### config.mk
export PLATFORM = sky130hd
export DESIGN_NAME = tsc_regs
export DESIGN_NICKNAME = d
export VERILOG_FILES = /design/src/shared/tsc_pkg.sv /design/src/shared/tsc_flt_if.sv /design/src/hdl/tsc_regs.sv /design/src/hdl/tsc_fault_filter.sv /design/src/hdl/tsc_bus_timeout.sv
export SDC_FILE = /design/constraint.sdc
export NUM_CORES = 1
export LEC_CHECK = 0
export BUFFER_PORTS_ARGS = -buffer_cell sky130_fd_sc_hd__buf_2
export CORE_AREA = 8 8 170 333
export DETAILED_ROUTE_END_ITERATION = 16
export DIE_AREA = 0 0 178 341
export HOLD_SLACK_MARGIN = 0.12
export PLACE_DENSITY = 0.5
export REMOVE_ABC_BUFFERS = 1
export SLEW_MARGIN = 20
export SYNTH_ARGS = -nofsm -noshare
export SYNTH_HDL_FRONTEND = slang
export SYNTH_SLANG_ARGS = --single-unit
### constraint.sdc
create_clock -name CLK_SYS -period 5.39 [get_ports CLK_SYS]
set_clock_uncertainty 0.05 [all_clocks]
set_input_delay 0.8085 -clock CLK_SYS [delete_from_list [all_inputs] [get_ports CLK_SYS]]
set_output_delay 0.8085 -clock CLK_SYS [all_outputs]
set_load 0.03 [all_outputs]
### src/shared/tsc_pkg.sv
// Shared register map, field positions, reset values, timing and types of the thermometer block.
package tsc_pkg;
  // Read-only or read-side addresses.
  localparam logic [7:0] RA_LOCAL_VAL = 8'h00;
  localparam logic [7:0] RA_REM_VAL_HI = 8'h01;
  localparam logic [7:0] RA_FLAGS = 8'h02;
  localparam logic [7:0] RA_SETUP = 8'h03;
  localparam logic [7:0] RA_RATE = 8'h04;
  localparam logic [7:0] RA_LOC_UP = 8'h05;
  localparam logic [7:0] RA_LOC_LO = 8'h06;
  localparam logic [7:0] RA_REM_UP_HI = 8'h07;
  localparam logic [7:0] RA_REM_LO_HI = 8'h08;
  localparam logic [7:0] RA_REM_VAL_LO = 8'h10;
  localparam logic [7:0] RA_PART = 8'h3d;
  localparam logic [7:0] RA_MAKER = 8'hfe;
  localparam logic [7:0] RA_REV = 8'hff;
  // Write-side addresses of split registers, and the write-only trigger.
  localparam logic [7:0] WA_SETUP = 8'h09;
  localparam logic [7:0] WA_RATE = 8'h0a;
  localparam logic [7:0] WA_LOC_UP = 8'h0b;
  localparam logic [7:0] WA_LOC_LO = 8'h0c;
  localparam logic [7:0] WA_REM_UP_HI = 8'h0d;
  localparam logic [7:0] WA_REM_LO_HI = 8'h0e;
  localparam logic [7:0] WA_TRIGGER = 8'h0f;
  // Addresses shared by read and write.
  localparam logic [7:0] A_OFS_HI = 8'h11;
  localparam logic [7:0] A_OFS_LO = 8'h12;
  localparam logic [7:0] A_REM_UP_LO = 8'h13;
  localparam logic [7:0] A_REM_LO_LO = 8'h14;
  localparam logic [7:0] A_REM_CRIT = 8'h19;
  localparam logic [7:0] A_LOC_CRIT = 8'h20;
  localparam logic [7:0] A_CRIT_HYST = 8'h21;
  localparam logic [7:0] A_FAULT_CNT = 8'h22;
  // Values after reset.
  localparam logic [7:0] RST_SETUP = 8'h08;
  localparam logic [7:0] RST_RATE = 8'h06;
  localparam logic [7:0] RST_UP = 8'h55;
  localparam logic [7:0] RST_ZERO = 8'h00;
  localparam logic [7:0] RST_CRIT = 8'h55;
  localparam logic [7:0] RST_HYST = 8'h0a;
  localparam logic [7:0] RST_FAULT_CNT = 8'h01;
  localparam logic [7:0] RST_PTR = 8'h00;
  // Field positions.
  localparam int SETUP_MASK_BIT = 7;
  localparam int SETUP_STBY_BIT = 6;
  localparam int FC_SEL_HI = 3;
  localparam int FC_SEL_LO = 1;
  localparam int FC_TMO_HI = 7;
  localparam int FC_TMO_LO = 6;
  localparam int FRAC_HI = 7;
  localparam int FRAC_LO = 6;
  localparam int FL_BUSY = 7;
  localparam int FL_LHI = 6;
  localparam int FL_OPEN = 2;
  // Timing.
  localparam int CLK_PERIOD_NS = 8;
  localparam int MS_NS = 1000000;
  localparam int MS_CYCLES = MS_NS / CLK_PERIOD_NS;
  localparam int TIMEOUT_MS = 25;

  typedef enum logic {CV_IDLE, CV_WAIT} tsc_conv_t;
  typedef enum logic [1:0] {BP_IDLE, BP_PTR, BP_DATA} tsc_pos_t;

  // Conversion interval in milliseconds for each rate code.
  function automatic logic [13:0] rate_ms(input logic [7:0] code);
    case (code)
      8'h00: rate_ms = 14'h3e80;
      8'h01: rate_ms = 14'h1f40;
      8'h02: rate_ms = 14'h0fa0;
      8'h03: rate_ms = 14'h07d0;
      8'h04: rate_ms = 14'h03e8;
      8'h05: rate_ms = 14'h01f4;
      8'h06: rate_ms = 14'h00fa;
      8'h07: rate_ms = 14'h00c8;
      8'h08: rate_ms = 14'h0064;
      8'h09: rate_ms = 14'h0032;
      8'h0a: rate_ms = 14'h001b;
      default: rate_ms = 14'h00fa;
    endcase
  endfunction
endpackage

### src/shared/tsc_flt_if.sv
// Link between the register logic and one consecutive-fault filter.
`timescale 1ns/100ps
interface tsc_flt_if;
  logic sample;
  logic over;
  logic [2:0] count_sel;
  logic trip;
  modport owner (output sample, output over, output count_sel, input trip);
  modport filt (input sample, input over, input count_sel, output trip);
endinterface

### src/hdl/tsc_regs.sv
// Register bank, conversion sequencing, offset correction and limit checking of the thermometer.
//
// Overview of operation
// Remote offset is 10 bits: high byte at 0x11, two bits atop 0x12.
// Offset high-byte MSB is sign; range -128 to +127.75 in quarter steps.
// Signed offset is added to each remote result before it is stored.
// Offset resets to zero so remote results pass unchanged.
// Any write to 0x0F runs one conversion on both channels, then idles.
// Data byte of the trigger write is discarded; nothing is stored there.
// Count field bits 3..1 select one to four consecutive faults; bit 0 ignored.
// At most four faults required; default alerts on the first one.
// Fault count register sits at 0x22, read/write, reset value 0x01.
// Local upper limit reads at 0x05, writes at 0x0B, resets to 0x55.
// Remote value low byte is read-only at 0x10, high byte at 0x01.
// Remote upper limit high byte reads 0x07, writes 0x0D; low byte 0x13.
// Remote lower limit high byte reads 0x08, writes 0x0E; low byte 0x14.
// Device is bus slave only; the host starts every access.
// With timeout enabled, an idle transaction is dropped after about 25 ms.
// Timeout is off after reset; setting bits 7 and 6 of 0x22 enables it.
// First byte of each write transaction loads the address pointer.
// Setup bit 6 set means standby: no periodic conversions, bus still works.
// Writes to addresses without a writable register change nothing.
// An in-limit result clears that channel's consecutive-fault count.
`timescale 1ns/100ps
module tsc_regs #(
  parameter int MS_CYCLES = tsc_pkg::MS_CYCLES,
  parameter logic [7:0] PART_ID = 8'h5a, // Arbitrary value.
  parameter logic [7:0] MAKER_ID = 8'h3c, // Arbitrary value.
  parameter logic [7:0] REV_ID = 8'h01 // Arbitrary value.
) (
  input wire logic CLK_SYS,
  input wire logic NRST,
  input wire logic XFER_START,
  input wire logic XFER_STOP,
  input wire logic BUS_ACTIVE,
  input wire logic WR_VALID,
  input wire logic [7:0] WR_DATA,
  input wire logic RD_REQ,
  output logic [7:0] RD_DATA,
  output logic RD_VALID,
  output logic BUS_TIMEOUT,
  output logic CONV_START,
  input wire logic MEAS_VALID,
  input wire logic [7:0] MEAS_LOCAL,
  input wire logic [9:0] MEAS_REMOTE,
  input wire logic MEAS_OPEN,
  output logic ALERT_N_O,
  output logic ALERT_N_OE,
  output logic CRITICAL_OVERTEMP_N_O,
  output logic CRITICAL_OVERTEMP_N_OE
);
  logic [7:0] ptr_q;
  tsc_pkg::tsc_pos_t pos_q;
  logic in_xfer_q;
  logic tmo;
  logic bus_tmo_q;
  logic wr_en;
  logic [7:0] setup_q;
  logic [7:0] rate_q;
  logic [7:0] fc_q;
  logic [7:0] loc_up_q;
  logic [7:0] loc_lo_q;
  logic [7:0] rem_up_hi_q;
  logic [7:0] rem_lo_hi_q;
  logic [1:0] rem_up_lo_q;
  logic [1:0] rem_lo_lo_q;
  logic [7:0] rem_crit_q;
  logic [7:0] loc_crit_q;
  logic [7:0] hyst_q;
  logic [7:0] ofs_hi_q;
  logic [1:0] ofs_lo_q;
  logic [7:0] loc_val_q;
  logic [9:0] rem_val_q;
  logic [31:0] ms_cnt_q;
  logic ms_tick;
  logic [13:0] conv_ms_q;
  logic due_q;
  logic pend_q;
  logic os_act_q;
  tsc_pkg::tsc_conv_t conv_q;
  logic start_os;
  logic start_per;
  logic conv_start_q;
  logic meas_take;
  logic standby;
  logic [9:0] ofs;
  logic signed [10:0] rem_sum;
  logic [9:0] rem_new;
  logic [9:0] loc10;
  logic c_lhi;
  logic c_llo;
  logic c_rhi;
  logic c_rlo;
  logic [6:2] cond_q;
  logic [6:2] flag_q;
  logic [6:2] flag_set;
  logic rd_flags;
  logic lcrit_q;
  logic rcrit_q;
  logic alert_q;
  logic [7:0] rd_mux;
  logic [7:0] rd_data_q;
  logic rd_valid_q;

  tsc_flt_if flt_loc ();
  tsc_flt_if flt_rem ();

  function automatic logic gt10(input logic [9:0] a, input logic [9:0] b);
    gt10 = $signed(a) > $signed(b);
  endfunction

  // Critical flag with hysteresis: sets above the limit, clears at limit minus hysteresis.
  function automatic logic crit_next(input logic cur, input logic [7:0] v,
                                     input logic [7:0] lim, input logic [7:0] hy);
    logic signed [9:0] sv;
    logic signed [9:0] sl;
    logic signed [9:0] sh;
    sv = {{2{v[7]}}, v};
    sl = {{2{lim[7]}}, lim};
    sh = {2'h0, hy};
    if (sv > sl) begin
      crit_next = 1'b1;
    end else if (sv <= sl - sh) begin
      crit_next = 1'b0;
    end else begin
      crit_next = cur;
    end
  endfunction

  // host starts, device answers
  always_ff @(posedge CLK_SYS) begin
    if (!NRST) begin
      in_xfer_q <= 1'b0;
      pos_q <= tsc_pkg::BP_IDLE;
    end else if (XFER_START) begin
      in_xfer_q <= 1'b1;
      pos_q <= tsc_pkg::BP_PTR;
    end else if (XFER_STOP || tmo) begin
      in_xfer_q <= 1'b0;
      pos_q <= tsc_pkg::BP_IDLE;
    end else if (WR_VALID && in_xfer_q) begin
      // Bytes beyond the second are dropped; the pointer write plus one data byte is the limit.
      pos_q <= (pos_q == tsc_pkg::BP_PTR) ? tsc_pkg::BP_DATA : tsc_pkg::BP_IDLE;
    end
  end

  // first byte loads pointer
  always_ff @(posedge CLK_SYS) begin
    if (!NRST) begin
      ptr_q <= tsc_pkg::RST_PTR;
    end else if (WR_VALID && in_xfer_q && !XFER_START && pos_q == tsc_pkg::BP_PTR) begin
      ptr_q <= WR_DATA;
    end
  end

  assign wr_en = WR_VALID & in_xfer_q & ~XFER_START & (pos_q == tsc_pkg::BP_DATA);

  tsc_bus_timeout u_tmo (
    .clk(CLK_SYS),
    .rst_n(NRST),
    // both enable bits needed
    .enable(fc_q[tsc_pkg::FC_TMO_HI] & fc_q[tsc_pkg::FC_TMO_LO]),
    .ms_tick(ms_tick),
    .in_xfer(in_xfer_q),
    .activity(BUS_ACTIVE | XFER_START),
    .timeout(tmo)
  );

  always_ff @(posedge CLK_SYS) begin
    if (!NRST) begin
      bus_tmo_q <= 1'b0;
    end else begin
      bus_tmo_q <= tmo;
    end
  end

  // unlisted addresses fall through
  always_ff @(posedge CLK_SYS) begin
    if (!NRST) begin
      setup_q <= tsc_pkg::RST_SETUP;
      rate_q <= tsc_pkg::RST_RATE;
      fc_q <= tsc_pkg::RST_FAULT_CNT;
    end else if (wr_en) begin
      case (ptr_q)
        tsc_pkg::WA_SETUP: setup_q <= WR_DATA;
        tsc_pkg::WA_RATE: rate_q <= WR_DATA;
        // fault count read/write
        tsc_pkg::A_FAULT_CNT: fc_q <= WR_DATA;
        default: ;
      endcase
    end
  end

  always_ff @(posedge CLK_SYS) begin
    if (!NRST) begin
      loc_up_q <= tsc_pkg::RST_UP;
      loc_lo_q <= tsc_pkg::RST_ZERO;
      rem_up_hi_q <= tsc_pkg::RST_UP;
      rem_lo_hi_q <= tsc_pkg::RST_ZERO;
      rem_up_lo_q <= 2'h0;
      rem_lo_lo_q <= 2'h0;
      rem_crit_q <= tsc_pkg::RST_CRIT;
      loc_crit_q <= tsc_pkg::RST_CRIT;
      hyst_q <= tsc_pkg::RST_HYST;
    end else if (wr_en) begin
      case (ptr_q)
        // local upper write address
        tsc_pkg::WA_LOC_UP: loc_up_q <= WR_DATA;
        tsc_pkg::WA_LOC_LO: loc_lo_q <= WR_DATA;
        // remote upper split bytes
        tsc_pkg::WA_REM_UP_HI: rem_up_hi_q <= WR_DATA;
        tsc_pkg::A_REM_UP_LO: rem_up_lo_q <= WR_DATA[tsc_pkg::FRAC_HI:tsc_pkg::FRAC_LO];
        // remote lower split bytes
        tsc_pkg::WA_REM_LO_HI: rem_lo_hi_q <= WR_DATA;
        tsc_pkg::A_REM_LO_LO: rem_lo_lo_q <= WR_DATA[tsc_pkg::FRAC_HI:tsc_pkg::FRAC_LO];
        tsc_pkg::A_REM_CRIT: rem_crit_q <= WR_DATA;
        tsc_pkg::A_LOC_CRIT: loc_crit_q <= WR_DATA;
        tsc_pkg::A_CRIT_HYST: hyst_q <= WR_DATA;
        default: ;
      endcase
    end
  end

  // ten-bit offset storage
  // offset resets to zero
  always_ff @(posedge CLK_SYS) begin
    if (!NRST) begin
      ofs_hi_q <= tsc_pkg::RST_ZERO;
      ofs_lo_q <= 2'h0;
    end else if (wr_en && ptr_q == tsc_pkg::A_OFS_HI) begin
      ofs_hi_q <= WR_DATA;
    end else if (wr_en && ptr_q == tsc_pkg::A_OFS_LO) begin
      ofs_lo_q <= WR_DATA[tsc_pkg::FRAC_HI:tsc_pkg::FRAC_LO];
    end
  end

  always_ff @(posedge CLK_SYS) begin
    if (!NRST) begin
      ms_cnt_q <= 32'h0;
    end else if (ms_cnt_q >= 32'(MS_CYCLES - 1)) begin
      ms_cnt_q <= 32'h0;
    end else begin
      ms_cnt_q <= ms_cnt_q + 32'h1;
    end
  end

  assign ms_tick = (ms_cnt_q >= 32'(MS_CYCLES - 1));
  assign standby = setup_q[tsc_pkg::SETUP_STBY_BIT];

  always_ff @(posedge CLK_SYS) begin
    if (!NRST) begin
      conv_ms_q <= 14'h0;
    end else if (ms_tick) begin
      if (conv_ms_q >= tsc_pkg::rate_ms(rate_q) - 14'h1) begin
        conv_ms_q <= 14'h0;
      end else begin
        conv_ms_q <= conv_ms_q + 14'h1;
      end
    end
  end

  // standby blocks periodic starts
  always_ff @(posedge CLK_SYS) begin
    if (!NRST) begin
      due_q <= 1'b0;
    end else if (standby) begin
      due_q <= 1'b0;
    end else if (ms_tick && conv_ms_q >= tsc_pkg::rate_ms(rate_q) - 14'h1) begin
      due_q <= 1'b1;
    end else if (start_per) begin
      due_q <= 1'b0;
    end
  end

  // trigger data discarded
  // trigger write requests conversion
  always_ff @(posedge CLK_SYS) begin
    if (!NRST) begin
      pend_q <= 1'b0;
    end else if (wr_en && ptr_q == tsc_pkg::WA_TRIGGER) begin
      pend_q <= 1'b1;
    end else if (start_os) begin
      pend_q <= 1'b0;
    end
  end

  assign start_os = (conv_q == tsc_pkg::CV_IDLE) & pend_q;
  assign start_per = (conv_q == tsc_pkg::CV_IDLE) & ~pend_q & due_q & ~standby;

  always_ff @(posedge CLK_SYS) begin
    if (!NRST) begin
      conv_q <= tsc_pkg::CV_IDLE;
      os_act_q <= 1'b0;
    end else begin
      case (conv_q)
        tsc_pkg::CV_IDLE: begin
          if (start_os || start_per) begin
            conv_q <= tsc_pkg::CV_WAIT;
            os_act_q <= start_os;
          end
        end
        tsc_pkg::CV_WAIT: begin
          // standby aborts periodic run
          if (MEAS_VALID || (standby && !os_act_q)) begin
            conv_q <= tsc_pkg::CV_IDLE;
            os_act_q <= 1'b0;
          end
        end
        default: conv_q <= tsc_pkg::CV_IDLE;
      endcase
    end
  end

  always_ff @(posedge CLK_SYS) begin
    if (!NRST) begin
      conv_start_q <= 1'b0;
    end else begin
      conv_start_q <= start_os | start_per;
    end
  end

  // An aborted conversion is not in CV_WAIT any more, so its late result is never stored.
  assign meas_take = MEAS_VALID & (conv_q == tsc_pkg::CV_WAIT);

  // sign from offset MSB
  assign ofs = {ofs_hi_q, ofs_lo_q};
  // offset added before storing
  assign rem_sum = $signed({MEAS_REMOTE[9], MEAS_REMOTE}) + $signed({ofs[9], ofs});
  // Saturating keeps a large offset from wrapping a hot reading into a cold one.
  assign rem_new = (rem_sum > 11'sh1ff) ? 10'h1ff :
                   (rem_sum < -11'sh200) ? 10'h200 : rem_sum[9:0];

  always_ff @(posedge CLK_SYS) begin
    if (!NRST) begin
      loc_val_q <= tsc_pkg::RST_ZERO;
      rem_val_q <= 10'h000;
    end else if (meas_take) begin
      loc_val_q <= MEAS_LOCAL;
      rem_val_q <= rem_new;
    end
  end

  assign loc10 = {MEAS_LOCAL, 2'h0};
  assign c_lhi = gt10(loc10, {loc_up_q, 2'h0});
  assign c_llo = ~gt10(loc10, {loc_lo_q, 2'h0});
  assign c_rhi = gt10(rem_new, {rem_up_hi_q, rem_up_lo_q});
  assign c_rlo = ~gt10(rem_new, {rem_lo_hi_q, rem_lo_lo_q});

  // selector caps at four
  assign flt_loc.sample = meas_take;
  assign flt_loc.over = c_lhi | c_llo;
  assign flt_loc.count_sel = fc_q[tsc_pkg::FC_SEL_HI:tsc_pkg::FC_SEL_LO];
  assign flt_rem.sample = meas_take;
  assign flt_rem.over = c_rhi | c_rlo;
  assign flt_rem.count_sel = fc_q[tsc_pkg::FC_SEL_HI:tsc_pkg::FC_SEL_LO];

  tsc_fault_filter u_flt_loc (
    .clk(CLK_SYS),
    .rst_n(NRST),
    .flt(flt_loc)
  );

  tsc_fault_filter u_flt_rem (
    .clk(CLK_SYS),
    .rst_n(NRST),
    .flt(flt_rem)
  );

  always_ff @(posedge CLK_SYS) begin
    if (!NRST) begin
      cond_q <= 5'h00;
    end else if (meas_take) begin
      cond_q <= {c_lhi, c_llo, c_rhi, c_rlo, MEAS_OPEN};
    end
  end

  assign flag_set = {flt_loc.trip & c_lhi, flt_loc.trip & c_llo,
                     flt_rem.trip & c_rhi, flt_rem.trip & c_rlo, meas_take & MEAS_OPEN};
  assign rd_flags = RD_REQ & (ptr_q == tsc_pkg::RA_FLAGS);

  // A new fault in the cycle of the clearing read is kept.
  always_ff @(posedge CLK_SYS) begin
    if (!NRST) begin
      flag_q <= 5'h00;
    end else begin
      flag_q <= (flag_q & ~({5{rd_flags}} & ~cond_q)) | flag_set;
    end
  end

  always_ff @(posedge CLK_SYS) begin
    if (!NRST) begin
      lcrit_q <= 1'b0;
      rcrit_q <= 1'b0;
    end else if (meas_take) begin
      lcrit_q <= crit_next(lcrit_q, MEAS_LOCAL, loc_crit_q, hyst_q);
      rcrit_q <= crit_next(rcrit_q, rem_new[9:2], rem_crit_q, hyst_q);
    end
  end

  always_ff @(posedge CLK_SYS) begin
    if (!NRST) begin
      alert_q <= 1'b0;
    end else begin
      alert_q <= (|flag_q) & ~setup_q[tsc_pkg::SETUP_MASK_BIT];
    end
  end

  always_comb begin
    rd_mux = 8'h00;
    case (ptr_q)
      tsc_pkg::RA_LOCAL_VAL: rd_mux = loc_val_q;
      tsc_pkg::RA_REM_VAL_HI: rd_mux = rem_val_q[9:2];
      tsc_pkg::RA_FLAGS: rd_mux = {conv_q == tsc_pkg::CV_WAIT, flag_q, rcrit_q, lcrit_q};
      tsc_pkg::RA_SETUP: rd_mux = setup_q;
      tsc_pkg::RA_RATE: rd_mux = rate_q;
      // local upper read address
      tsc_pkg::RA_LOC_UP: rd_mux = loc_up_q;
      tsc_pkg::RA_LOC_LO: rd_mux = loc_lo_q;
      tsc_pkg::RA_REM_UP_HI: rd_mux = rem_up_hi_q;
      tsc_pkg::RA_REM_LO_HI: rd_mux = rem_lo_hi_q;
      // remote low byte readback
      tsc_pkg::RA_REM_VAL_LO: rd_mux = {rem_val_q[1:0], 6'h00};
      tsc_pkg::A_OFS_HI: rd_mux = ofs_hi_q;
      tsc_pkg::A_OFS_LO: rd_mux = {ofs_lo_q, 6'h00};
      tsc_pkg::A_REM_UP_LO: rd_mux = {rem_up_lo_q, 6'h00};
      tsc_pkg::A_REM_LO_LO: rd_mux = {rem_lo_lo_q, 6'h00};
      tsc_pkg::A_REM_CRIT: rd_mux = rem_crit_q;
      tsc_pkg::A_LOC_CRIT: rd_mux = loc_crit_q;
      tsc_pkg::A_CRIT_HYST: rd_mux = hyst_q;
      tsc_pkg::A_FAULT_CNT: rd_mux = fc_q;
      tsc_pkg::RA_PART: rd_mux = PART_ID;
      tsc_pkg::RA_MAKER: rd_mux = MAKER_ID;
      tsc_pkg::RA_REV: rd_mux = REV_ID;
      default: rd_mux = 8'h00;
    endcase
  end

  always_ff @(posedge CLK_SYS) begin
    if (!NRST) begin
      rd_data_q <= 8'h00;
      rd_valid_q <= 1'b0;
    end else begin
      rd_valid_q <= RD_REQ;
      if (RD_REQ) begin
        rd_data_q <= rd_mux;
      end
    end
  end

  assign RD_DATA = rd_data_q;
  assign RD_VALID = rd_valid_q;
  assign BUS_TIMEOUT = bus_tmo_q;
  assign CONV_START = conv_start_q;
  assign ALERT_N_O = 1'b0;
  assign ALERT_N_OE = alert_q;
  assign CRITICAL_OVERTEMP_N_O = 1'b0;
  assign CRITICAL_OVERTEMP_N_OE = lcrit_q | rcrit_q;
endmodule

### src/hdl/tsc_fault_filter.sv
// Consecutive out-of-limit counter for one measurement channel.
`timescale 1ns/100ps
module tsc_fault_filter (
  input wire logic clk,
  input wire logic rst_n,
  tsc_flt_if.filt flt
);
  logic [2:0] cnt_q;

  // Each set selector bit adds one required result; bit 0 of the field never arrives here.
  function automatic logic [2:0] need(input logic [2:0] sel);
    need = 3'h1 + {2'h0, sel[0]} + {2'h0, sel[1]} + {2'h0, sel[2]};
  endfunction

  always_ff @(posedge clk) begin
    if (!rst_n) begin
      cnt_q <= 3'h0;
    end else if (flt.sample) begin
      // in-limit restarts count
      if (!flt.over) begin
        cnt_q <= 3'h0;
      end else if (cnt_q < need(flt.count_sel)) begin
        cnt_q <= cnt_q + 3'h1;
      end
    end
  end

  // trip at required count
  assign flt.trip = flt.sample & flt.over & ((cnt_q + 3'h1) >= need(flt.count_sel));
endmodule

### src/hdl/tsc_bus_timeout.sv
// Inactivity watchdog for a bus transaction, counted in millisecond ticks.
`timescale 1ns/100ps
module tsc_bus_timeout (
  input wire logic clk,
  input wire logic rst_n,
  input wire logic enable,
  input wire logic ms_tick,
  input wire logic in_xfer,
  input wire logic activity,
  output logic timeout
);
  logic [4:0] cnt_q;
  logic fire;

  // The tick phase is free running, so the abandon comes one tick short of the full span at worst.
  assign fire = enable & in_xfer & ms_tick & (cnt_q == 5'(tsc_pkg::TIMEOUT_MS - 1));

  always_ff @(posedge clk) begin
    if (!rst_n) begin
      cnt_q <= 5'h00;
    end else if (!enable || !in_xfer || activity || fire) begin
      cnt_q <= 5'h00;
    end else if (ms_tick) begin
      cnt_q <= cnt_q + 5'h01;
    end
  end

  // abandon after idle span
  assign timeout = fire & ~activity;
endmodule

==> results of run 1 <==
-- power by group --
group          switching [W]  internal [W]  leakage (nW)
clock network       0.000682      0.000880         0.348
logic               0.000148     0.0000744          3.67
registers         0.00000614       0.00165          1.80
-- state kept, by name (all words and copies together), names as in the netlist, 5 cells and up, named ones only --
register     count
ptr_q            8
RD_DATA          8
rem_val_q       10
conv_ms_q       14
ms_cnt_q        32
u_tmo.cnt_q      5
rem_lo_hi_q      8
ofs_hi_q         8
rem_up_hi_q      8
flag_q           5
cond_q           5
hyst_q           8
loc_lo_q         8
loc_val_q        8
rem_crit_q       8
rate_q           8
fc_q             8
setup_q          8
loc_crit_q       8
loc_up_q         8
-- stage by stage --
step                hold WS (ns)  cells  cell area [µm²]  setup slack (ns)  total power, W
detailed placement         0.398   2303            14000             0.476         0.00192
global placement           0.392   2303            14000             0.552         0.00191
CTS                        0.407   2342            14700             0.935         0.00349
floorplan                  0.373   1570            12700             -1.06         0.00182
finish                     0.405   2342            14700             0.970         0.00344
global route               0.423   2342            14700             0.641         0.00357
-- critical path, stage by stage (launching register included) --
cell,delay [ns]
dfxtp_1,0.47
ha_1,0.28
a21o_1,0.17
and4_4,0.20
o21ai_1,0.24
a21boi_0,0.19
a21oi_1,0.23
nor2_1,0.10
o21ai_0,0.64
ha_1,0.25
nand4_1,0.13
or2_2,0.33
a211o_1,0.23
o221a_2,0.33
a211o_1,0.29
o21ai_1,0.08
a21oi_1,0.07
-- area by class of cell --
| type | count | area, µm² | share of cell area, % |
|---|---|---|---|
| Multi-Input combinational cell | 1241 | 7900 | 53.8 |
| Inverter | 107 | 404 | 2.75 |
| Clock inverter | 7 | 77.6 | 0.528 |
| Clock buffer | 32 | 639 | 4.35 |
| Sequential cell | 222 | 4440 | 30.2 |
| Timing Repair Buffer | 68 | 393 | 2.67 |
| Tap cell | 665 | 832 | 5.66 |
-- worst paths after layout --
path	from	endpoint	slack, ns	depth (start not counted)
hold / removal	cond_q[4]	cond_q[4]	0.41	2
setup reg to reg	ofs_lo_q[1]	u_flt_rem.cnt_q[2]	0.97	16
setup / recovery	ofs_lo_q[1]	u_flt_rem.cnt_q[2]	0.97	16
hold reg to reg	cond_q[4]	cond_q[4]	0.41	2
-- Yosys cell counts, types with 8 or more instances --
cell,n
nand2b_1,15
nand3_1,90
mux2i_1,35
nor2b_1,18
a22oi_1,24
o21bai_1,8
nor2_1,173
dfxtp_1,222
nor3_1,22
clkbuf_1,62
o21ai_0,44
a21oi_1,148
xnor2_1,24
a221oi_1,10
nand4_1,30
a21o_1,19
o211ai_1,16
and3_1,8
ha_1,135
and2_1,8
nor4_1,12
nand2_1,221
xor2_1,44
o21a_1,25
a211oi_1,11
inv_1,106
-- logic make-up after synthesis --
kind of cell / Yosys count
multiplexers: 36
adder cells (fa/ha/maj): 142
flip-flops: 222
buffers and inverters: 176
XOR/XNOR: 68
other: 1
AO/OA/AOI/OAI: 359
AND/OR/NAND/NOR: 619
-- metal layers --
metal	wire (µm)	global-route usage [%]	vias to the layer above
li1	-	-	5730
met1	17900	16.6	5253
met2	19100	22.3	314
met3	2540	2.43	84
met4	1620	5.37	0
met5	0	0	-
==> impl_results.md, run 1 <==
- Status: finished, final reports clean
- Number of synthesis warnings: 0
- Routed wire length: 41.2 mm
- Proportion of synthesized flip-flops having asynchronous set or reset: 0%
- Crit path launch type: flop
- Buffer cell driving the clock tree root: clkbuf_16
- Number of global-route vias before repair: 10997
- Clock-pin slew reported for the worst setup and hold paths after clock tree synthesis: 0.06 ns
- Initial core utilization: 24.8%
- Number of distinct library cell variants in the gate-level netlist after synthesis: 66
- Max-capacitance violation count: 0
- Synthesized instance count: 1623
- Clock insertion delay at the later pin of the skew report: 0.53 ns
- Measured slew at the worst slew-check pin: 1.09 ns
- Power per cell area: 234 nW/µm²
- Count of filler cells inserted in the layout: 5652
- Total Routing Usage GR: 13.4%
- Core utilization of the finished layout: 28.1%
- Worst max-slew margin expressed relative to the limit: 27.0%
- Count of endpoints failing setup in the final report: 0
- Antenna violations before repair: 0
- CTS tree: built
- Overall overflow remaining after global route: 0
- Half-perimeter wire length of the detailed placement result: 30.6 mm
- Die Y-Extent: 341 µm
- DIE AREA: 60700 µm²
- Maximum number of pins on one net before global-route repair: 73
- Setup fix buffers added after clock tree synthesis: 0
- Buffers added on ports: 47
- Mux contribution to synthesized area: 2.79%
- Arrival time reported for the critical path endpoint: 4.76 ns
- CTS Buffer Depth: 3
- Vias/cell: 4.86
- Router iterations before antenna repair: 8
- Post-synth top area share: 34.3%
- Setup repair after global routing missed its margin: no
- Number of top-level design ports: 50
- Placer Congestion: 0.918
- H-tree lvl count: 1
- Share of final-layout standard cells stronger than drive strength 1: 7.16%
- Net total in the final layout: 1837
- Endpoints failing hold: 0
- Number of hold-repair buffers added at the cts stage: 0
- Core Area: 52300 µm²
- Tcrit/Tclk final: 82.0%
- Setup tns final: 0 ns
- #FFs+latches synth: 222
- Number of buffers inserted during clock tree synthesis: 23
- Num Clock Sinks: 222
- Kind of capture point of the worst setup path: flop
- Critical Setup Path Class: flop to flop
- Number of flops mapped to enable cells by yosys: 0
- Biggest area contributors in the synthesized netlist: dfxtp_1 (34%), ha_1 (13%), nand2_1 (6.4%), a21oi_1 (5.7%), nor2_1 (5.0%)
- DRC violation count after routing: 0
- Post-synthesis share of cell area spent on xor and xnor gates: 4.60%
- Die width: 178 µm
- Vias after detailed routing: 11381
- Largest family of logic cells by synthesized area: simple AND/OR/NAND/NOR gates
- Top flip-flop cell by instance count after synthesis: dfxtp_1
- DRC violation total after the first TritonRoute iteration: 973
- Number of nets with antenna violations after routing: 0
- Synth Area in Adders: 13.9%
- Routed WL per cell: 17.6 µm
- Number of diodes added for antenna fixing: 0
- Hold WC Path Type: flop to flop
- Max-slew violations: 0
- Commonest cells after routing, fill and taps aside: dfxtp_1 (222), nand2_1 (221), nor2_1 (173)
- Cell type with the highest aggregate area in the netlist: dfxtp_1
- Average footprint of a synthesized cell: 7.98 µm²
- Final worst path period need: 4.42 ns
- Largest vdd supply drop: 0.264 mV
- First-pass GRT wire length: 63.7 mm
- Total of cells resized after clock tree synthesis: 0
- Data required time at the worst endpoint: 5.73 ns
- Part of the Yosys area used for sequential elements: 34.3%
- Worst-path maximum fanout: 5
- Commonest non-fill, non-tap cell in the layout: dfxtp_1
- Std cell rows: 119
- Area share of and/or/nand/nor cells after synthesis: 21.4%
- Maximum clock frequency: 0.226 GHz
- Post-Synthesis Cell Area: 12900 µm²
- Area grow syn2layout: 13.5%
- Leak Pwr: 5.81 nW
- Fraction of the mapped netlist area in compound gates: 17.7%
No activity file was read; power rests on OpenSTA's default activity.
==> run 2, diff against run 1 <==
- clock period: 5.39 -> 4.5 ns (I/O delays scaled with it)
==> run 2 against run 1 <==
Via count grew 1.7%. Sequential power increased by 19%. Global-route usage is 0.20 points higher. Clock power up 35%. Setup slack worse by 0.61 ns. Count of clock-buffer cells in the layout increased by 2. Maximum frequency grew 6.7%. Critical path depth grew 2. Routed wire length rose by 1.3%. Worst hold slack got worse by 0.10 ns. Critical endpoint is now conv_ms_q[12]. Largest cell class unchanged. Largest power group is now clock. Highest routed layer is now met5.
==> impl_results.md, run 2 (same netlist as run 1, synthesis figures left out) <==
- Arrival time reported for the critical path endpoint: 4.55 ns (-0.21 ns)
- Antenna violations before repair: 1 (+1)
- Power share of the sequential group: 45.5% (-2.6 points)
- Cell count of the worst hold path: 2 (unchanged)
- DP Area: 14100 µm² (+1.1%)
- Data required time at the worst endpoint: 4.91 ns (-0.82 ns)
- Std cell rows: 119 (unchanged)
- Setup fix buffers added after clock tree synthesis: 0 (unchanged)
- Maximum number of pins on one net before global-route repair: 68 (-6.8%)
- Core utilization of the finished layout: 28.7% (+0.54 points)
- Critical Setup Path Class: flop to flop
- Maximum clock frequency: 0.241 GHz (+6.7%)
- Vias/cell: 4.89 (+0.54%)
- Count of endpoints failing setup in the final report: 0 (unchanged)
- Power share of the combinational group: 6.4% (about the same)
- Buffers added on ports: 47 (unchanged)
- DIE AREA: 60700 µm² (unchanged)
- Leak Pwr: 5.98 nW (+2.8%)
- Sw Share: 23.3% (-0.98 points)
- Worst-path maximum fanout: 13 (+8)
- First-pass GRT wire length: 65.0 mm (+2.0%)
- Power, Total: 0.00436 W (+27%)
- Die width: 178 µm (unchanged)
- Endpoint of the worst-slack reg-to-reg timing path: conv_ms_q[12]
- Tcrit/Tclk final: 92.1% (+10 points)
- Status: finished, final reports clean
- Router iterations before antenna repair: 8 (unchanged)
- Share of final-layout standard cells stronger than drive strength 1: 8.75% (+1.6 points)
- CTS tree: built
- DRC violation total after the first TritonRoute iteration: 805 (-17%)
- Register ranked first by flip-flop count: ms_cnt_q
- Internal power contribution: 0.00335 W (+28%)
- Number of buffers inserted during clock tree synthesis: 24 (+4.3%)
- Largest vdd supply drop: 0.299 mV (+14%)
- Number of flip-flops under the largest register name: 32 (unchanged)
- Number of diodes added for antenna fixing: 0 (unchanged)
- Crit path launch type: flop
- Non-filler cells, final: 2368 (+1.1%)
- Number of nets with antenna violations after routing: 0 (unchanged)
- Power per cell area: 291 nW/µm² (+24%)
- Hold WC Path Type: input pin to flop
- Die Y-Extent: 341 µm (unchanged)
- Worst setup slack for register-to-register paths: 0.36 ns (-0.61 ns)
- Hold worst-path end: conv_q
- Routed WL per cell: 17.6 µm (+0.22%)
- Max-slew violations: 0 (unchanged)
- Measured slew at the worst slew-check pin: 1.08 ns (-0.00597 ns)
- Commonest non-fill, non-tap cell in the layout: dfxtp_1
- Largest registers in the final layout: ms_cnt_q: 32 flops, conv_ms_q: 14 flops, rem_val_q: 10 flops
- Overall overflow remaining after global route: 0 (unchanged)
- Worst r2r src: rate_q[7]
- Kind of capture point of the worst setup path: flop
- Half-perimeter wire length of the detailed placement result: 31.1 mm (+1.6%)
- Max-capacitance violation count: 0 (unchanged)
- Buffer cell driving the clock tree root: clkbuf_16
- Commonest cells after routing, fill and taps aside: dfxtp_1 (222), nand2_1 (221), nor2_1 (173)
- Initial core utilization: 24.8% (unchanged)
- Placer Congestion: 0.931 (+1.4%)
- Number of top-level design ports: 50 (unchanged)
- Num Clock Sinks: 222 (unchanged)
- Area grow syn2layout: 15.7%
- Worst max-slew margin expressed relative to the limit: 27.4% (+0.40 points)
- Cell Count Post-Placement: 2324 (+0.91%)
- Total net switching power: 0.00102 W (+22%)
- Number of global-route vias before repair: 11093 (+0.87%)
- Final Cell Area: 15000 µm² (+1.9%)
- Final worst path period need: 4.14 ns (-0.276 ns)
- CTS Buffer Depth: 3 (unchanged)
- Clock insertion delay at the later pin of the skew report: 0.53 ns (about the same)
- Hold path startpoint: MEAS_VALID
- Core Area: 52300 µm² (unchanged)
- H-tree lvl count: 1 (unchanged)
- Endpoints failing hold: 0 (unchanged)
- Net total in the final layout: 1859 (+1.2%)
- Setup repair after global routing missed its margin: no
- Part of the total power dissipated in the clock network: 48.1% (+2.7 points)
- Clock-pin slew reported for the worst setup and hold paths after clock tree synthesis: 0.06 ns (about the same)
- Total Routing Usage GR: 13.6% (+0.20 points)
- Routed wire length: 41.7 mm (+1.3%)
- R2R depth: 18 (+2)
- Vias after detailed routing: 11569 (+1.7%)
- DRC violation count after routing: 0 (unchanged)
run 2: changes by cell type in the layout (fill, tap and decap cells not counted), moves of 2 or more:
cell and change:
clkinv_2 +4, buf_4 +21, clkbuf_16 +2, clkbuf_1 -2, clkbuf_8 +2, inv_6 -3, bufinv_16 +2
run 2: worst max-delay path by stage:
stage | cells past startpoint | startpoint | to
finish | 18 | rate_q[7] | conv_ms_q[12]
global route | 18 | rate_q[7] | conv_ms_q[8]
CTS | 20 | ofs_lo_q[0] | rcrit_q
detailed placement | 17 | MEAS_REMOTE[0] | u_flt_rem.cnt_q[2]
global placement | 21 | MEAS_REMOTE[0] | rcrit_q
floorplan | 12 | WR_VALID | flop
run 2: final cells by class:
cell class | count | area, µm²
Fill cell | 5657 | 37300
Multi-Input combinational cell | 1241 | 7910
Sequential cell | 222 | 4440
Tap cell | 665 | 832
Clock buffer | 34 | 709
Timing Repair Buffer | 89 | 551
Inverter | 107 | 404
Clock inverter | 10 | 130
run 2: critical path: stages, from the launching register on:
cell       delay [ns]
dfxtp_1          0.36
or4_1            0.63
nor2_1           0.14
ha_1             0.20
nand2_1          0.15
xnor2_1          0.16
nor2_1           0.06
ha_1             0.29
a21oi_1          0.14
o221ai_1         0.13
a21o_1           0.19
a21o_1           0.17
a21o_1           0.17
a21o_1           0.16
a2111oi_0        0.48
buf_4            0.20
o31ai_1          0.07
buf_4            0.21
nor2_1           0.11
run 2: routing by layer:
layer	up-vias	GRT usage [%]	routed length, µm	share of wire [%]
met5	-	0	12	0.029
met4	2	4.15	1330	3.2
met3	72	1.95	2360	5.7
met2	309	22.7	19500	47
met1	5399	17.6	18500	44
li1	5787	-	-	-
run 2: metrics by stage:
stage / worst slack, ns / TNS [ns] / hold WS (ns)
2_1_floorplan: -1.82 / -82.74 / 0.373
3_3_place_gp: -0.0178 / -0.0178 / 0.393
3_5_place_dp: -0.0718 / -0.239 / 0.401
4_1_cts: 0.233 / 0 / 0.287
5_1_grt: 0.0424 / 0 / 0.300
6_report: 0.357 / 0 / 0.302
run 2: what timing repair did:
item                                    CTS  global route
endpoints found under the setup margin    0             1
hold buffers                              0             0
resized for setup                         0             1
run 2: power groups by stage:
stage	Sequential (W)	Clock [W]	Combinational, W
after floorplan	0.00203	0	0.000149
after global placement	0.00203	0	0.000280
after detailed placement	0.00203	0	0.000280
after CTS	0.00198	0.00215	0.000282
after global routing	0.00199	0.00222	0.000314
final	0.00198	0.00210	0.000281
==> run 3, diff against run 2 <==
- SETUP_SLACK_MARGIN: not set -> 0.4
==> run 3 against run 2 <==
Sequential power is essentially flat. Critical path type unchanged. Via count grew 0.32%. Count of clock-buffer cells in the layout is the same. Power grew 0.11%. Design area grew 0.78%. Largest cell class unchanged. Worst hold slack gained 0.00096 ns. Highest routed layer unchanged. Maximum frequency grew 6.6%.
==> impl_results.md, run 3 (same netlist as run 1, synthesis figures left out) <==
- Number of buffers inserted during clock tree synthesis: 24 (unchanged)
- Largest vdd supply drop: 0.298 mV (-0.49%)
- Data required time at the worst endpoint: 4.86 ns (-0.05 ns)
- Worst-path maximum fanout: 4 (-9)
- Half-perimeter wire length of the detailed placement result: 31.1 mm (unchanged)
- Std cell rows: 119 (unchanged)
- Number of nets with antenna violations after routing: 0 (unchanged)
- Kind of capture point of the worst setup path: flop
- Placer Congestion: 0.931 (unchanged)
- Number of diodes added for antenna fixing: 0 (unchanged)
- Maximum clock frequency: 0.257 GHz (+6.6%)
- Endpoints failing hold: 0 (unchanged)
- Max-slew violations: 0 (unchanged)
- Total Routing Usage GR: 13.6% (about the same)
- H-tree lvl count: 1 (unchanged)
- Largest registers in the final layout: ms_cnt_q: 32 flops, conv_ms_q: 14 flops, rem_val_q: 10 flops
- Setup repair after global routing missed its margin: no
- Area of all sequential standard cells: 4450 µm² (about the same)
- DIE AREA: 60700 µm² (unchanged)
- CTS Buffer Depth: 3 (unchanged)
- DRC violation total after the first TritonRoute iteration: 884 (+9.8%)
- Power per cell area: 289 nW/µm² (-0.66%)
- Setup tns final: 0 ns (unchanged)
- Arrival time reported for the critical path endpoint: 4.25 ns (-0.30 ns)
- Crit path launch type: flop
- Critical Setup Path Class: flop to flop
- Max-capacitance violation count: 0 (unchanged)
- Number of top-level design ports: 50 (unchanged)
- Num Clock Sinks: 222 (unchanged)
- Commonest cells after routing, fill and taps aside: nand2_1 (220), dfxtp_1 (219), nor2_1 (169)
- Status: finished, final reports clean
- Routed wire length: 42.0 mm (+0.58%)
- Maximum cell stage delay along the critical path: 0.36 ns (-0.27 ns)
- Top Family by Delay on Critical Path: compound AO/OA/AOI/OAI gates
- Hold WC Path Type: input pin to flop
- Number of global-route vias before repair: 11093 (unchanged)
- Measured slew at the worst slew-check pin: 1.09 ns (+0.00752 ns)
- Core Area: 52300 µm² (unchanged)
- Commonest non-fill, non-tap cell in the layout: nand2_1
- Initial core utilization: 24.8% (unchanged)
- Tcrit/Tclk final: 86.4% (-5.7 points)
- DRC violation count after routing: 0 (unchanged)
- Net total in the final layout: 1862 (+0.16%)
- Die Y-Extent: 341 µm (unchanged)
- Maximum number of pins on one net before global-route repair: 68 (unchanged)
- Crit path max-delay cell type: fa_2
- Number of flip-flops under the largest register name: 32 (unchanged)
- Die width: 178 µm (unchanged)
- Clock-pin slew reported for the worst setup and hold paths after clock tree synthesis: 0.07 ns (about the same)
- Critical path buffers and inverters: 0 (-2)
- Share of final-layout standard cells stronger than drive strength 1: 10.1% (+1.4 points)
- Count of filler cells inserted in the layout: 5650 (-0.12%)
- Cells along the critical path: ha_1 > fa_2 > a211oi_2 > o21bai_2 > a21oi_2 > o21bai_1 > a21oi_1 > xnor2_1 > o21ai_0 > nand2_1 > ha_1 > nand4_1 > or2_4 > a211o_1 > o221a_4 > a211o_1 > o21ai_1 > a21oi_1
- CTS tree: built
- Count of endpoints failing setup in the final report: 0 (unchanged)
- Antenna violations before repair: 1 (unchanged)
- Vias/cell: 4.89 (+0.19%)
- First-pass GRT wire length: 65.0 mm (about the same)
- Worst max-slew margin expressed relative to the limit: 26.8% (-0.51 points)
- Vias after detailed routing: 11606 (+0.32%)
- Buffer cell driving the clock tree root: clkbuf_16
- Buffers added on ports: 47 (unchanged)
- Clock insertion delay at the later pin of the skew report: 0.53 ns (about the same)
- Power, Total: 0.00437 W (+0.11%)
- Register ranked first by flip-flop count: ms_cnt_q
- Final worst path period need: 3.89 ns (-0.257 ns)
- Area grow syn2layout: 16.6%
- Multi-input logic area: 8000 µm² (+1.2%)
- Overall overflow remaining after global route: 0 (unchanged)
- Leak Pwr: 6.02 nW (+0.61%)
- Routed WL per cell: 17.7 µm (+0.45%)
- Router iterations before antenna repair: 7 (-1)
[run 3: cell count changes in the layout (fill, tap and decap cells not counted), sizes merged]
cell  change
buf       +3
[run 3: worst paths after layout]
path | from | endpoint | slack [ns] | cells after the start
setup / recovery | ofs_lo_q[0] | u_flt_rem.cnt_q[2] | 0.61 | 18
hold / removal | MEAS_VALID | conv_q | 0.30 | 2
setup reg to reg | ofs_lo_q[0] | u_flt_rem.cnt_q[2] | 0.61 | 18
hold reg to reg | cond_q[4] | cond_q[4] | 0.41 | 2
[run 3: final cells by class]
type	instances	share of cell area (%)
Inverter	107	2.68
Timing Repair Buffer	92	3.78
Multi-Input combinational cell	1241	53.0
Sequential cell	222	29.5
Clock inverter	10	0.862
Tap cell	665	5.51
Clock buffer	34	4.70
[run 3: repair_timing]
action                                  CTS  global route
gates resized for setup                   3            26
gates cloned                              0             1
buffers inserted                          0             2
endpoints found under the setup margin   19            23
hold buffers                              0             0
pin swaps                                 0            10
[run 3: power by group]
part           total, W  internal, W  switching (W)
Clock           0.00210      0.00127       0.000827
Combinational  0.000287     0.000102       0.000184
Sequential      0.00198      0.00198     0.00000816
[run 3: per-layer routing]
metal / vias to the layer above / wire (µm) / GRT usage [%]
li1: 5790 / - / -
met1: 5409 / 18600 / 17.6
met2: 329 / 19700 / 22.7
met3: 76 / 2350 / 1.95
met4: 2 / 1290 / 4.15
met5: - / 12 / 0
[run 3: stage by stage]
stage          utilization (%)  worst slack (ns)  hold WS (ns)  std cells  cell area, µm²
6_report                  28.9             0.614         0.303       2371           15100
2_1_floorplan                -             -1.82         0.373       1570           12700
3_5_place_dp              27.0           -0.0718         0.401       2324           14100
4_1_cts                   28.7             0.402         0.287       2368           15000
3_3_place_gp              27.0           -0.0178         0.393       2324           14100
5_1_grt                   28.9             0.380         0.300       2371           15100
